**src/hw/ivp_pkg.sv**
```systemverilog
package ivp_pkg;

    // ========================================
    // Source indices, in priority order
    localparam int NUM_SRC = 13;
    localparam int SRC_W = 4;
    localparam int PRIO_W = 5;
    localparam logic [3:0] SRC_RESET = 4'h0;
    localparam logic [3:0] SRC_SER_RX = 4'h1;
    localparam logic [3:0] SRC_SER_TX = 4'h2;
    localparam logic [3:0] SRC_PIN_A = 4'h3;
    localparam logic [3:0] SRC_PIN_B = 4'h4;
    localparam logic [3:0] SRC_KEY_WAKE = 4'h5;
    localparam logic [3:0] SRC_CAPTURE = 4'h6;
    localparam logic [3:0] SRC_COMPARE = 4'h7;
    localparam logic [3:0] SRC_TIMER_A = 4'h8;
    localparam logic [3:0] SRC_TIMER_2 = 4'h9;
    localparam logic [3:0] SRC_ADC = 4'hA;
    localparam logic [3:0] SRC_TIMER_1 = 4'hB;
    localparam logic [3:0] SRC_SW_BREAK = 4'hC;

    // Maskable sources are indices 1 to 11
    localparam int NUM_MASKABLE = 11;

    // ========================================
    // Priority numbers, index 12 down to 0
    localparam logic [NUM_SRC-1:0][4:0] PRIO_TABLE = {
        5'h11, 5'h0C, 5'h0B, 5'h0A, 5'h09, 5'h08, 5'h07,
        5'h06, 5'h05, 5'h04, 5'h03, 5'h02, 5'h01
    };

    // ========================================
    // Vector byte locations, index 12 down to 0
    localparam logic [NUM_SRC-1:0][15:0] VEC_LO_TABLE = {
        16'hFFDC, 16'hFFE6, 16'hFFE8, 16'hFFEA, 16'hFFEC,
        16'hFFEE, 16'hFFF0, 16'hFFF2, 16'hFFF4, 16'hFFF6,
        16'hFFF8, 16'hFFFA, 16'hFFFC
    };
    localparam logic [NUM_SRC-1:0][15:0] VEC_HI_TABLE = {
        16'hFFDD, 16'hFFE7, 16'hFFE9, 16'hFFEB, 16'hFFED,
        16'hFFEF, 16'hFFF1, 16'hFFF3, 16'hFFF5, 16'hFFF7,
        16'hFFF9, 16'hFFFB, 16'hFFFD
    };

    // Unassigned levels 13..16 occupy this span and have no index
    localparam logic [15:0] VEC_RSV_TOP = 16'hFFE5;
    localparam logic [15:0] VEC_RSV_BOTTOM = 16'hFFDE;

    // Reset values
    localparam logic [15:0] VEC_IDLE = 16'h0000;
    localparam logic [4:0] PRIO_IDLE = 5'h00;

    // ========================================
    // Carriers
    typedef struct packed {
        logic ser_rx;
        logic ser_tx;
        logic capture;
        logic compare;
        logic timer_a;
        logic timer_2;
        logic adc;
        logic timer_1;
    } ivp_periph_type;

    typedef struct packed {
        logic pending;
        logic [SRC_W-1:0] src;
        logic [PRIO_W-1:0] prio;
        logic [15:0] lo_addr;
        logic [15:0] hi_addr;
    } ivp_vec_type;

endpackage

```
**src/hw/ivp_req_flag.sv**
```systemverilog
`timescale 1ns/1ns
`default_nettype none

module ivp_req_flag #(
    parameter logic RESET_VAL = 1'b0
) (
    input wire logic mclk, // System clock
    input wire logic rst_n, // Async reset, active low
    input wire logic set_pulse, // Source event
    input wire logic clear_pulse, // Vector taken by CPU
    output logic flag_d, // Next flag value
    output logic flag_q // Held request flag
);

    // ========================================
    // Sticky flag, set beats clear
    always_comb begin
        flag_d = set_pulse | (flag_q & ~clear_pulse);
    end

    always_ff @(posedge mclk or negedge rst_n) begin
        if (!rst_n) begin
            flag_q <= RESET_VAL;
        end else begin
            flag_q <= flag_d;
        end
    end

endmodule

`default_nettype wire

```
**src/hw/ivp_interrupt_vector_priority_map.sv**
```systemverilog
`timescale 1ns/1ns
`default_nettype none

// Function
// RQ1 - Reset ranks first at priority 1 with its vector at FFFC (low) and FFFD (high).
// RQ2 - Serial receive ranks at priority 2 with its vector at FFFA and FFFB.
// RQ3 - Serial transmit ranks at priority 3 with its vector at FFF8 and FFF9.
// RQ4 - External pin A ranks at priority 4 with its vector at FFF6 and FFF7.
// RQ5 - External pin B ranks at priority 5 with its vector at FFF4 and FFF5.
// RQ6 - Key-on wake-up ranks at priority 6 with its vector at FFF2 and FFF3.
// RQ7 - Capture ranks at priority 7 with its vector at FFF0 and FFF1.
// RQ8 - Compare ranks at priority 8 with its vector at FFEE and FFEF.
// RQ9 - Timer A ranks at priority 9 with its vector at FFEC and FFED.
// RQ10 - Timer 2 ranks at priority 10 with its vector at FFEA and FFEB.
// RQ11 - A/D completion ranks at priority 11 with its vector at FFE8 and FFE9.
// RQ12 - Timer 1 ranks at priority 12 with its vector at FFE6 and FFE7.
// RQ13 - Levels 13 to 16 (FFE4 down to FFDE) have no source and are never chosen.
// RQ14 - The software break is lowest, level 17, with its vector at FFDC and FFDD.
// RQ15 - Among pending enabled requests the smallest priority number wins.
// RQ16 - A maskable request counts only while flagged and enabled; acceptance clears it.
module ivp_interrupt_vector_priority_map #(
    parameter int NUM_MASKABLE = ivp_pkg::NUM_MASKABLE
) (
    input wire logic mclk, // System clock, 25 MHz
    input wire logic rst_n, // Async reset, active low
    input wire ivp_pkg::ivp_periph_type periph_event, // Peripheral pulses
    input wire logic external_irq_pin_a, // Async pin, rising edge
    input wire logic external_irq_pin_b, // Async pin, rising edge
    input wire logic key_wakeup_pin, // Async pin, rising edge
    input wire logic software_break_instruction, // Break executed
    input wire logic [NUM_MASKABLE-1:0] src_enable, // Enables, index 1..11
    input wire logic vec_accept, // CPU took presented vector
    output ivp_pkg::ivp_vec_type vec_q // Winning vector to CPU
);

    localparam int N = ivp_pkg::NUM_SRC;

    // ========================================
    // Pin synchronisers and edge detect
    logic [2:0] pin_meta_q;
    logic [2:0] pin_sync_q;
    logic [2:0] pin_prev_q;
    logic [2:0] pin_rise;

    always_ff @(posedge mclk or negedge rst_n) begin
        if (!rst_n) begin
            pin_meta_q <= 3'h0;
            pin_sync_q <= 3'h0;
        end else begin
            pin_meta_q <= {key_wakeup_pin, external_irq_pin_b,
                           external_irq_pin_a};
            pin_sync_q <= pin_meta_q;
        end
    end

    // Previous level kept apart so the first stage feeds only the second
    always_ff @(posedge mclk or negedge rst_n) begin
        if (!rst_n) begin
            pin_prev_q <= 3'h0;
        end else begin
            pin_prev_q <= pin_sync_q;
        end
    end

    always_comb begin
        pin_rise = pin_sync_q & ~pin_prev_q;
    end

    // ========================================
    // Event vector in priority index order
    logic [N-1:0] set_vec;
    logic [N-1:0] clr_vec;
    logic [N-1:0] flag_d;
    logic [N-1:0] flag_q;
    logic [N-1:0] enable_all;
    logic [N-1:0] req_d;

    always_comb begin
        set_vec = '0;
        // Reset flag is preset by reset itself, no later set
        set_vec[ivp_pkg::SRC_RESET] = 1'b0;
        // RQ2 serial receive
        set_vec[ivp_pkg::SRC_SER_RX] = periph_event.ser_rx;
        // RQ3 serial transmit
        set_vec[ivp_pkg::SRC_SER_TX] = periph_event.ser_tx;
        // RQ4 pin A
        set_vec[ivp_pkg::SRC_PIN_A] = pin_rise[0];
        // RQ5 pin B
        set_vec[ivp_pkg::SRC_PIN_B] = pin_rise[1];
        // RQ6 key wake-up
        set_vec[ivp_pkg::SRC_KEY_WAKE] = pin_rise[2];
        // RQ7 capture event
        set_vec[ivp_pkg::SRC_CAPTURE] = periph_event.capture;
        // RQ8 compare match
        set_vec[ivp_pkg::SRC_COMPARE] = periph_event.compare;
        // RQ9 timer A
        set_vec[ivp_pkg::SRC_TIMER_A] = periph_event.timer_a;
        // RQ10 timer 2
        set_vec[ivp_pkg::SRC_TIMER_2] = periph_event.timer_2;
        // RQ11 conversion done
        set_vec[ivp_pkg::SRC_ADC] = periph_event.adc;
        // RQ12 timer 1
        set_vec[ivp_pkg::SRC_TIMER_1] = periph_event.timer_1;
        // RQ14 software break
        set_vec[ivp_pkg::SRC_SW_BREAK] = software_break_instruction;
    end

    // ========================================
    // Clear of the source whose vector was taken
    always_comb begin
        clr_vec = '0;
        // RQ16 clear on accept
        if (vec_accept && vec_q.pending) begin
            clr_vec[vec_q.src] = 1'b1;
        end
    end

    // ========================================
    // One sticky flag per source
    genvar gi;
    generate
        for (gi = 0; gi < N; gi++) begin : g_flag
            // RQ1 reset flag preset
            ivp_req_flag #(
                .RESET_VAL(gi == 0)
            ) u_flag (
                .mclk(mclk),
                .rst_n(rst_n),
                .set_pulse(set_vec[gi]),
                .clear_pulse(clr_vec[gi]),
                .flag_d(flag_d[gi]),
                .flag_q(flag_q[gi])
            );
        end
    endgenerate

    // ========================================
    // Masking
    always_comb begin
        // RQ16 request needs flag and enable
        enable_all = {1'b1, src_enable, 1'b1};
        // Looking at next flags keeps a just-taken vector off the port
        req_d = flag_d & enable_all;
    end

    // ========================================
    // Priority pick
    logic found;
    logic [ivp_pkg::SRC_W-1:0] win;

    always_comb begin
        found = 1'b0;
        win = '0;
        // RQ15 lowest index wins
        // RQ13 reserved levels have no index
        for (int i = N - 1; i >= 0; i--) begin
            if (req_d[i]) begin
                found = 1'b1;
                win = ivp_pkg::SRC_W'(i);
            end
        end
    end

    // ========================================
    // Winner decode, one arm per ranked source
    logic [ivp_pkg::PRIO_W-1:0] prio_d;
    logic [15:0] lo_d;
    logic [15:0] hi_d;

    always_comb begin
        prio_d = ivp_pkg::PRIO_IDLE;
        lo_d = ivp_pkg::VEC_IDLE;
        hi_d = ivp_pkg::VEC_IDLE;
        // Constant indices keep every arm a fixed table pick
        case (win)
            // RQ1 reset vector
            ivp_pkg::SRC_RESET: begin
                prio_d = ivp_pkg::PRIO_TABLE[ivp_pkg::SRC_RESET];
                lo_d = ivp_pkg::VEC_LO_TABLE[ivp_pkg::SRC_RESET];
                hi_d = ivp_pkg::VEC_HI_TABLE[ivp_pkg::SRC_RESET];
            end
            // RQ2 serial receive
            ivp_pkg::SRC_SER_RX: begin
                prio_d = ivp_pkg::PRIO_TABLE[ivp_pkg::SRC_SER_RX];
                lo_d = ivp_pkg::VEC_LO_TABLE[ivp_pkg::SRC_SER_RX];
                hi_d = ivp_pkg::VEC_HI_TABLE[ivp_pkg::SRC_SER_RX];
            end
            // RQ3 serial transmit
            ivp_pkg::SRC_SER_TX: begin
                prio_d = ivp_pkg::PRIO_TABLE[ivp_pkg::SRC_SER_TX];
                lo_d = ivp_pkg::VEC_LO_TABLE[ivp_pkg::SRC_SER_TX];
                hi_d = ivp_pkg::VEC_HI_TABLE[ivp_pkg::SRC_SER_TX];
            end
            // RQ4 pin A
            ivp_pkg::SRC_PIN_A: begin
                prio_d = ivp_pkg::PRIO_TABLE[ivp_pkg::SRC_PIN_A];
                lo_d = ivp_pkg::VEC_LO_TABLE[ivp_pkg::SRC_PIN_A];
                hi_d = ivp_pkg::VEC_HI_TABLE[ivp_pkg::SRC_PIN_A];
            end
            // RQ5 pin B
            ivp_pkg::SRC_PIN_B: begin
                prio_d = ivp_pkg::PRIO_TABLE[ivp_pkg::SRC_PIN_B];
                lo_d = ivp_pkg::VEC_LO_TABLE[ivp_pkg::SRC_PIN_B];
                hi_d = ivp_pkg::VEC_HI_TABLE[ivp_pkg::SRC_PIN_B];
            end
            // RQ6 key wake-up
            ivp_pkg::SRC_KEY_WAKE: begin
                prio_d = ivp_pkg::PRIO_TABLE[ivp_pkg::SRC_KEY_WAKE];
                lo_d = ivp_pkg::VEC_LO_TABLE[ivp_pkg::SRC_KEY_WAKE];
                hi_d = ivp_pkg::VEC_HI_TABLE[ivp_pkg::SRC_KEY_WAKE];
            end
            // RQ7 capture event
            ivp_pkg::SRC_CAPTURE: begin
                prio_d = ivp_pkg::PRIO_TABLE[ivp_pkg::SRC_CAPTURE];
                lo_d = ivp_pkg::VEC_LO_TABLE[ivp_pkg::SRC_CAPTURE];
                hi_d = ivp_pkg::VEC_HI_TABLE[ivp_pkg::SRC_CAPTURE];
            end
            // RQ8 compare match
            ivp_pkg::SRC_COMPARE: begin
                prio_d = ivp_pkg::PRIO_TABLE[ivp_pkg::SRC_COMPARE];
                lo_d = ivp_pkg::VEC_LO_TABLE[ivp_pkg::SRC_COMPARE];
                hi_d = ivp_pkg::VEC_HI_TABLE[ivp_pkg::SRC_COMPARE];
            end
            // RQ9 timer A
            ivp_pkg::SRC_TIMER_A: begin
                prio_d = ivp_pkg::PRIO_TABLE[ivp_pkg::SRC_TIMER_A];
                lo_d = ivp_pkg::VEC_LO_TABLE[ivp_pkg::SRC_TIMER_A];
                hi_d = ivp_pkg::VEC_HI_TABLE[ivp_pkg::SRC_TIMER_A];
            end
            // RQ10 timer 2
            ivp_pkg::SRC_TIMER_2: begin
                prio_d = ivp_pkg::PRIO_TABLE[ivp_pkg::SRC_TIMER_2];
                lo_d = ivp_pkg::VEC_LO_TABLE[ivp_pkg::SRC_TIMER_2];
                hi_d = ivp_pkg::VEC_HI_TABLE[ivp_pkg::SRC_TIMER_2];
            end
            // RQ11 conversion done
            ivp_pkg::SRC_ADC: begin
                prio_d = ivp_pkg::PRIO_TABLE[ivp_pkg::SRC_ADC];
                lo_d = ivp_pkg::VEC_LO_TABLE[ivp_pkg::SRC_ADC];
                hi_d = ivp_pkg::VEC_HI_TABLE[ivp_pkg::SRC_ADC];
            end
            // RQ12 timer 1
            ivp_pkg::SRC_TIMER_1: begin
                prio_d = ivp_pkg::PRIO_TABLE[ivp_pkg::SRC_TIMER_1];
                lo_d = ivp_pkg::VEC_LO_TABLE[ivp_pkg::SRC_TIMER_1];
                hi_d = ivp_pkg::VEC_HI_TABLE[ivp_pkg::SRC_TIMER_1];
            end
            // RQ14 software break
            ivp_pkg::SRC_SW_BREAK: begin
                prio_d = ivp_pkg::PRIO_TABLE[ivp_pkg::SRC_SW_BREAK];
                lo_d = ivp_pkg::VEC_LO_TABLE[ivp_pkg::SRC_SW_BREAK];
                hi_d = ivp_pkg::VEC_HI_TABLE[ivp_pkg::SRC_SW_BREAK];
            end
            // RQ13 unused codes idle
            default: begin
                prio_d = ivp_pkg::PRIO_IDLE;
                lo_d = ivp_pkg::VEC_IDLE;
                hi_d = ivp_pkg::VEC_IDLE;
            end
        endcase
    end

    // ========================================
    // Reserved span guard
    logic rsv_hit;
    logic present;

    always_comb begin
        // RQ13 reserved slots blocked
        // A bad table entry shows as idle rather than a jump into nothing
        rsv_hit = (lo_d >= ivp_pkg::VEC_RSV_BOTTOM)
                  && (lo_d <= ivp_pkg::VEC_RSV_TOP);
        present = found && !rsv_hit;
    end

    // ========================================
    // Registered vector toward the CPU
    always_ff @(posedge mclk or negedge rst_n) begin
        if (!rst_n) begin
            vec_q.pending <= 1'b0;
            vec_q.src <= ivp_pkg::SRC_RESET;
            vec_q.prio <= ivp_pkg::PRIO_IDLE;
        end else begin
            // RQ15 winner presented
            vec_q.pending <= present;
            vec_q.src <= win;
            vec_q.prio <= present ? prio_d : ivp_pkg::PRIO_IDLE;
        end
    end

    always_ff @(posedge mclk or negedge rst_n) begin
        if (!rst_n) begin
            vec_q.lo_addr <= ivp_pkg::VEC_IDLE;
            vec_q.hi_addr <= ivp_pkg::VEC_IDLE;
        end else if (present) begin
            // RQ15 winner vector bytes
            vec_q.lo_addr <= lo_d;
            vec_q.hi_addr <= hi_d;
        end else begin
            vec_q.lo_addr <= ivp_pkg::VEC_IDLE;
            vec_q.hi_addr <= ivp_pkg::VEC_IDLE;
        end
    end

endmodule

`default_nettype wire

```
**config.mk**
```make
export PLATFORM = sky130hd
export DESIGN_NAME = ivp_interrupt_vector_priority_map
export DESIGN_NICKNAME = d
export VERILOG_FILES = /design/src/hw/ivp_pkg.sv /design/src/hw/ivp_req_flag.sv /design/src/hw/ivp_interrupt_vector_priority_map.sv
export SDC_FILE = /design/constraint.sdc
export NUM_CORES = 1
export LEC_CHECK = 0
export ABC_AREA = 1
export BUFFER_PORTS_ARGS = -buffer_cell sky130_fd_sc_hd__buf_2
export CORE_ASPECT_RATIO = 0.75
export CORE_UTILIZATION = 44
export DETAILED_ROUTE_END_ITERATION = 8
export GPL_ROUTABILITY_DRIVEN = 1
export PLACE_DENSITY = 0.76
export SLEW_MARGIN = 20
export SYNTH_ARGS = -nofsm -noshare
export SYNTH_HDL_FRONTEND = slang
export SYNTH_HIERARCHICAL = 1
export SYNTH_SLANG_ARGS = --single-unit
```
**constraint.sdc**
```tcl
create_clock -name mclk -period 2.2 [get_ports mclk]
set_input_delay 0.44 -clock mclk [delete_from_list [all_inputs] [get_ports mclk]]
set_output_delay 0.44 -clock mclk [all_outputs]
set_load 0.05 [all_outputs]
```
# After elaboration in Yosys (flattened, before gate mapping)
# Memories as Yosys holds them, arrays and structs flattened.
# Index checks and enable logic that the tools add are counted.
[totals] elab_cells=103 in_bits=26 reg_bits=64 mem_count=1 rom_bits=576
[mem_list] name="(name not given)" depth=16 word_bits=36 rd=1 rd_ports_with_merged_regs=0 wr=0 line_no="ivp_interrupt_vector_priority_map.sv:175" rtl="case (win)"
[op_classes] bitwise_logic=41 n_lt_le_gt_ge=4 muxes=31 reduce_logical=5
[ops] op="$mux 4" n=13
[ops] op="$mux 32" n=1
[ops] op="$ge 16x16->1 const B" n=1
[ops] op="$le 16x16->1 const B" n=1
[ops] op="$mux 1" n=14
[ops] op="$and 1x1->1" n=13
[ops] op="$and 13x13->13" n=1
[ops] op="$mux 13" n=1
[ops] op="$not 1->1" n=13
[ops] op="$or 1x1->1" n=12
[ops] op="$lt 4x5->1 const B" n=1
[ops] op="$mux 5" n=1
[ops] op="$demux 1 s4" n=1
[ops] op="$ge 4x1->1 const B" n=1
[ops] op="$logic_and 1x1->1" n=4
[ops] op="$and 3x3->3" n=1
[ops] op="$not 3->3" n=1
[ops] op="$logic_not 1->1" n=1

# Logic depth before layout (Yosys ltp)
# An unclocked memory read counts as a cell.
[logic_depth] depth_word=28 mapped_depth=26

# By module
# Netlist, hierarchy kept.
[modules_own_cells] mod="ivp_interrupt_vector_priority_map" cells_per_inst=164 instances=1 area_each_um2=1380.1
[modules_own_cells] mod="ivp_req_flag (g_flag[10].u_flag ...)" cells_per_inst=5 instances=12 area_each_um2=40.0
[modules_own_cells] mod="ivp_req_flag (g_flag[0].u_flag)" cells_per_inst=5 instances=1 area_each_um2=41.3

# Worst setup path before layout
# OpenSTA, ideal clock, no wires.
[synth_path] path_type="reg2reg" start="reg vec_q[41] (netlist bit)" end="reg vec_q[3] (netlist bit)" path_buffers=0 arrival_time_ns=2.336 t_required_ns=2.078 slack_ns=-0.258 synth_period_minus_slack_ns=2.458 path_stages_with_launch=27 path_cell_list="dfrtp_1 nand2_1 inv_1 nand3_1 nor2_1 inv_1 nand2_1 nand2_1 nand2_2 inv_1 nand2_1 nand2_1 nand2_1 nand2_1 nand2_1 nand2_1 nand2_1 nand2_1 nand2_1 nand2_1 nand2_1 inv_1 ha_1 inv_1 o21ai_2 o21ai_1 a21oi_2"
[synth_between] word_cells_on_any_way=74 classes_between="order compare (2); mux (28); bitwise (39); reduce/logical (4); memory (1)"
[synth_rtl] item="from (decl)" line_no="ivp_interrupt_vector_priority_map.sv:33" rtl="output ivp_pkg::ivp_vec_type vec_q"
[synth_rtl] item="$logic_and 1x1->1 *" line_no="ivp_interrupt_vector_priority_map.sv:113" rtl="if (vec_accept && vec_q.pending) begin"
[synth_rtl] item="$mux 13 *" line_no="ivp_interrupt_vector_priority_map.sv:113"
[synth_rtl] item="net clr_vec[11]" line_no="ivp_interrupt_vector_priority_map.sv:72" rtl="logic [N-1:0] clr_vec;"
[synth_rtl] item="$not 1->1 *" line_no="ivp_req_flag.sv:18" rtl="flag_d = set_pulse | (flag_q & ~clear_pulse);"
[synth_rtl] item="$and 1x1->1 *" line_no="ivp_req_flag.sv:18"
[synth_rtl] item="$or 1x1->1 *" line_no="ivp_req_flag.sv:18"
[synth_rtl] item="net flag_d[11]" line_no="ivp_interrupt_vector_priority_map.sv:73" rtl="logic [N-1:0] flag_d;"
[synth_rtl] item="$and 13x13->13 *" line_no="ivp_interrupt_vector_priority_map.sv:143" rtl="req_d = flag_d & enable_all;"
[synth_rtl] item="$mux 4 * (12 in series)" line_no="ivp_interrupt_vector_priority_map.sv:157" rtl="if (req_d[i]) begin"
[synth_rtl] item="net win, one bit" line_no="ivp_interrupt_vector_priority_map.sv:149" rtl="logic [ivp_pkg::SRC_W-1:0] win;"
[synth_rtl] item="$mem_v2 16x36 *"
[synth_rtl] item="$ge 16x16->1 or $le 16x16->1 (tied branches)" line_no="ivp_interrupt_vector_priority_map.sv:271, ivp_interrupt_vector_priority_map.sv:272"
[synth_rtl] item="$logic_and 1x1->1" line_no="ivp_interrupt_vector_priority_map.sv:272" rtl="&& (lo_d <= ivp_pkg::VEC_RSV_TOP);"
[synth_rtl] item="$logic_not 1->1" line_no="ivp_interrupt_vector_priority_map.sv:273" rtl="present = found && !rsv_hit;"
[synth_rtl] item="$logic_and 1x1->1" line_no="ivp_interrupt_vector_priority_map.sv:273"
[synth_rtl] item="$mux 32 *" line_no="ivp_interrupt_vector_priority_map.sv:295" rtl="end else if (present) begin"
# The timed path passes the listed nets; every way through them passes the cells marked *.

# Worst setup path after layout
[layout_path] start="reg vec_q[37] (netlist bit)" end="reg vec_q[3] (netlist bit)"
[layout_between] word_cells_on_any_way=78 classes_between="order compare (4); mux (30); bitwise (39); reduce/logical (4); memory (1)"
[layout_rtl] item="$lt 4x5->1 (not written as such) or $ge 4x1->1 (tied branches)" line_no="ivp_interrupt_vector_priority_map.sv:114" rtl="clr_vec[vec_q.src] = 1'b1;"
[layout_rtl] item="$logic_and 1x1->1 (not written as such)" line_no="ivp_interrupt_vector_priority_map.sv:114"
[layout_rtl] item="$mux 1 (not written as such)" line_no="ivp_interrupt_vector_priority_map.sv:114"
[layout_rtl] item="$demux 1 s4 *" line_no="ivp_interrupt_vector_priority_map.sv:114"
[layout_rtl] item="$mux 13 *" line_no="ivp_interrupt_vector_priority_map.sv:113"
[layout_rtl] item="net clr_vec[5]" line_no="ivp_interrupt_vector_priority_map.sv:72"
[layout_rtl] item="$not 1->1 *" line_no="ivp_req_flag.sv:18"
[layout_rtl] item="$and 1x1->1 *" line_no="ivp_req_flag.sv:18"
[layout_rtl] item="(+1 left out)"
[layout_rtl] item="net flag_d[5]" line_no="ivp_interrupt_vector_priority_map.sv:73"
[layout_rtl] item="(+1 left out)"
[layout_rtl] item="$mux 4 * (6 in series)" line_no="ivp_interrupt_vector_priority_map.sv:157"
[layout_rtl] item="net win, one bit" line_no="ivp_interrupt_vector_priority_map.sv:149"
[layout_rtl] item="$mem_v2 16x36 *"
[layout_rtl] item="$ge 16x16->1 or $le 16x16->1 (tied branches)" line_no="ivp_interrupt_vector_priority_map.sv:271, ivp_interrupt_vector_priority_map.sv:272"
[layout_rtl] item="$logic_and 1x1->1" line_no="ivp_interrupt_vector_priority_map.sv:272"
[layout_rtl] item="$logic_not 1->1" line_no="ivp_interrupt_vector_priority_map.sv:273"
[layout_rtl] item="$logic_and 1x1->1" line_no="ivp_interrupt_vector_priority_map.sv:273"
[layout_rtl] item="$mux 32 *" line_no="ivp_interrupt_vector_priority_map.sv:295"
# Marks and branches as above.

==> results.py <==
metrics = {
    "timing": {
        "timing.final.crit_period_ps": 2400,
        "rsz0062_at_grt": "true",
        "fin_worst_skew_ps": 5.66,
        "slew_viol_final": 0,
        "fmax_ghz": 0.417,
        "whs_ps": 169,
        "period_share_pct": 109,
        "fin_tns_setup_ps": -889,
        "fin_ws_ps": -198,
        "hold_viol_final": 0,
        "setup_viol": 7,
    },
    "die": {
        "core_area_um2": 4100,
        "io_pins": 68,
        "num_rows": 20,
        "die_w_um": 77.9,
        "fp.dieArea_um2": 4590,
        "die_h_um": 58.9,
        "initial_core_util_pct": 46.3,
    },
    "final_layout": {
        "nNetsFinal": 339,
        "fillers": 329,
        "antennaDiodeCount": 0,
        "layout-drive-gt1-share_pct": 61.1,
        "instances_no_fill": 366,
        "final_cell_mix": "66 x buf_2, 39 x nand2_1, 35 x inv_1",
        "final_common_cell": "buf_2",
        "syn_to_final_growth_pct": 44.0,
        "fin_area_um2": 2740,
    },
    "clocking": {
        "cts.clk_slew.worst_paths_ps": 80,
        "cts_buffers": 5,
        "insertion_delay_ps": 300,
        "cts_tree": "done",
        "cts_buffer_depth": 2,
        "cts_sinks": 38,
        "cts_root_buffer": "clkbuf_8",
        "htreeDepth": 2,
    },
    "logic_synthesis": {
        "ys.flop_type": "dfrtp_1",
        "synth_edf_count": 0,
        "yosysTopAreaCell": "dfrtp_1",
        "yosysSeqAreaShare_pct": 50.1,
        "synth.avg_cell_area_um2": 8.30,
        "netlist_area_um2": 1900,
        "synthesis.instances": 229,
        "synth_area_leaders": "dfrtp_1 49%, nand2_1 12%, buf_4 10%, inv_1 8.7%, nor2_1 4.1%",
        "async_reset_ff_share_pct": 100,
        "yosys_register_bits": 38,
        "ys_warn_count": 6,
        "ys_types": 24,
        "synth_top_area_share_pct": 48.7,
    },
    "placement": {
        "dp.cells": 347,
        "gp_congestion": 0.898,
        "place_ws_ps": -275,
        "dp.final_hpwl_mm": 2.96,
        "io_buffers": 66,
        "place_area_um2": 2300,
    },
    "detailed_routing": {
        "wirelength_mm": 4.78,
        "ant_nets": 0,
        "drc": 0,
        "post_drt_wl_per_cell_um": 13.1,
        "drtIter0Drc": 110,
        "first_pass_iters": 4,
        "via_per_inst": 4.52,
        "vias": 1653,
    },
    "global_route": {
        "grt_pass1_wl_mm": 6.69,
        "track_usage_pct": 20.2,
        "grt_pass1_vias": 1523,
        "overflow": 0,
        "grt_max_degree": 39,
        "antenna_found_initial": 0,
    },
    "power_and_ir_drop": {
        "leakagePower_nw": 1.43,
        "peakVddDrop_v": 0.000438,
        "p_per_area_nw_per_um2": 667,
    },
    "setup_path": {
        "crit_top_cell": "nand2_1",
        "critPathBufInv": 5,
        "arrival_ps": 2630,
        "cp-end-kind": "flop",
        "critPathMaxFanout": 4,
        "required_ps": 2430,
        "path_class": "reg2reg",
        "critical_path.cell_chain": "inv_2 -> nor2_2 -> nand2_2 -> buf_4 -> nor2_1 -> inv_1 -> nand2_1 -> nand2_1 -> nand2_1 -> nand2_1 -> o21bai_2 -> nand3_2 -> inv_4 -> ha_4 -> inv_4 -> o21ai_4 -> o21ai_2 -> a21oi_2",
        "slowest_delay_ps": 410,
        "start_kind": "flop",
        "cp_slowest_cell": "dfrtp_2",
        "critPathTopFamily": "simple AND/OR/NAND/NOR gates",
    },
    "outcome": {
        "status": "finished, violations left",
        "failed_checks": "negative setup slack",
    },
    "flow_run": {
        "maxCapViolations": 0,
    },
    "min_path": {
        "hold_class": "in2async",
    },
}
## per-stage QoR
step                power (mW)  util, %
finish                    1.83     66.7
global route              1.90     66.7
CTS                       1.77     61.7
detailed placement        1.03     56.1
global placement          1.02     56.1
floorplan                0.923        -
## power by group
part	leakage, nW	switching [mW]	internal [mW]
clock	0.0714	0.254	0.484
sequential	0.402	0.0141	0.729
combinational	0.956	0.225	0.123
## cell families (layout without fill, tap and decap cells)
group	count (synthesis)	count (layout)	share of synthesized area [%]
fa+ha+maj	3	3	1.97
buf+inv	75	156	20.0
other cells	1	2	0.197
simple gates	103	103	24.8
flops	38	38	50.1
compound gates	9	9	2.96
## cells in the mapped netlist (2+ instances only)
| master | count |
|---|---|
| nor2_1 | 21 |
| nand3_1 | 3 |
| o21ai_1 | 2 |
| inv_2 | 4 |
| nand2_4 | 3 |
| nor2_4 | 3 |
| inv_1 | 44 |
| a21oi_1 | 2 |
| dfrtp_1 | 37 |
| nand2_1 | 59 |
| buf_4 | 26 |
| nand2_2 | 11 |
| ha_1 | 3 |
## state kept, by name, indices dropped and copies added, names as in the netlist
register	cells
pin_sync_q	3
vec_q	16
pin_prev_q	3
g_flag.u_flag/flag_q	13
pin_meta_q	3
## layer usage
metal / GRT usage, % / up-vias / wire length [um]
li1: - / 791 / -
met1: 25.9 / 780 / 2050
met2: 33.0 / 66 / 2360
met3: 4.81 / 16 / 257
met4: 9.52 / 0 / 111
met5: 0 / - / 0
## path summary, 6_finish.rpt
| kind | start | end | slack [ps] | depth (start not counted) |
|---|---|---|---|---|
| worst max-delay path | vec_q[37]$_DFF_PN0_ | vec_q[3]$_DFF_PN0_ | -200 | 18 |
| max in group asynchronous | rst_n | g_flag[0].u_flag/flag_q$_DFF_PN1_ | 1680 | 2 |
| min in group mclk | external_irq_pin_a | pin_meta_q[0]$_DFF_PN0_ | 250 | 1 |
| worst min-delay path | rst_n | g_flag[9].u_flag/flag_q$_DFF_PN0_ | 170 | 2 |
| worst max register to register | vec_q[37]$_DFF_PN0_ | vec_q[3]$_DFF_PN0_ | -200 | 18 |
| worst min register to register | pin_meta_q[0]$_DFF_PN0_ | pin_sync_q[0]$_DFF_PN0_ | 350 | 0 |
## worst reg2reg max path, stage by stage (launching register included)
cell	delay (ps)
dfrtp_2	410
inv_2	70
nor2_2	130
nand2_2	70
buf_4	140
nor2_1	80
inv_1	50
nand2_1	70
nand2_1	90
nand2_1	110
nand2_1	110
o21bai_2	190
nand3_2	180
inv_4	150
ha_4	160
inv_4	40
o21ai_4	120
o21ai_2	70
a21oi_2	90
## layout make-up
type | count | area (um^2) | area share, %
sequential | 38 | 958 | 35.0
clock inverter | 2 | 60.1 | 2.19
clock buffer | 6 | 82.6 | 3.02
multi-input combinational | 117 | 792 | 28.9
tap | 55 | 68.8 | 2.51
inverter | 49 | 195 | 7.13
timing repair buffer | 99 | 582 | 21.2
## timing repair
action / CTS / global route
buffers inserted: 6 / 5
hold buffers: 0 / 0
pin swaps: 9 / 22
setup endpoints to repair: 6 / 11
gates resized for setup: 11 / 53
(Power assumes the default switching activity.)
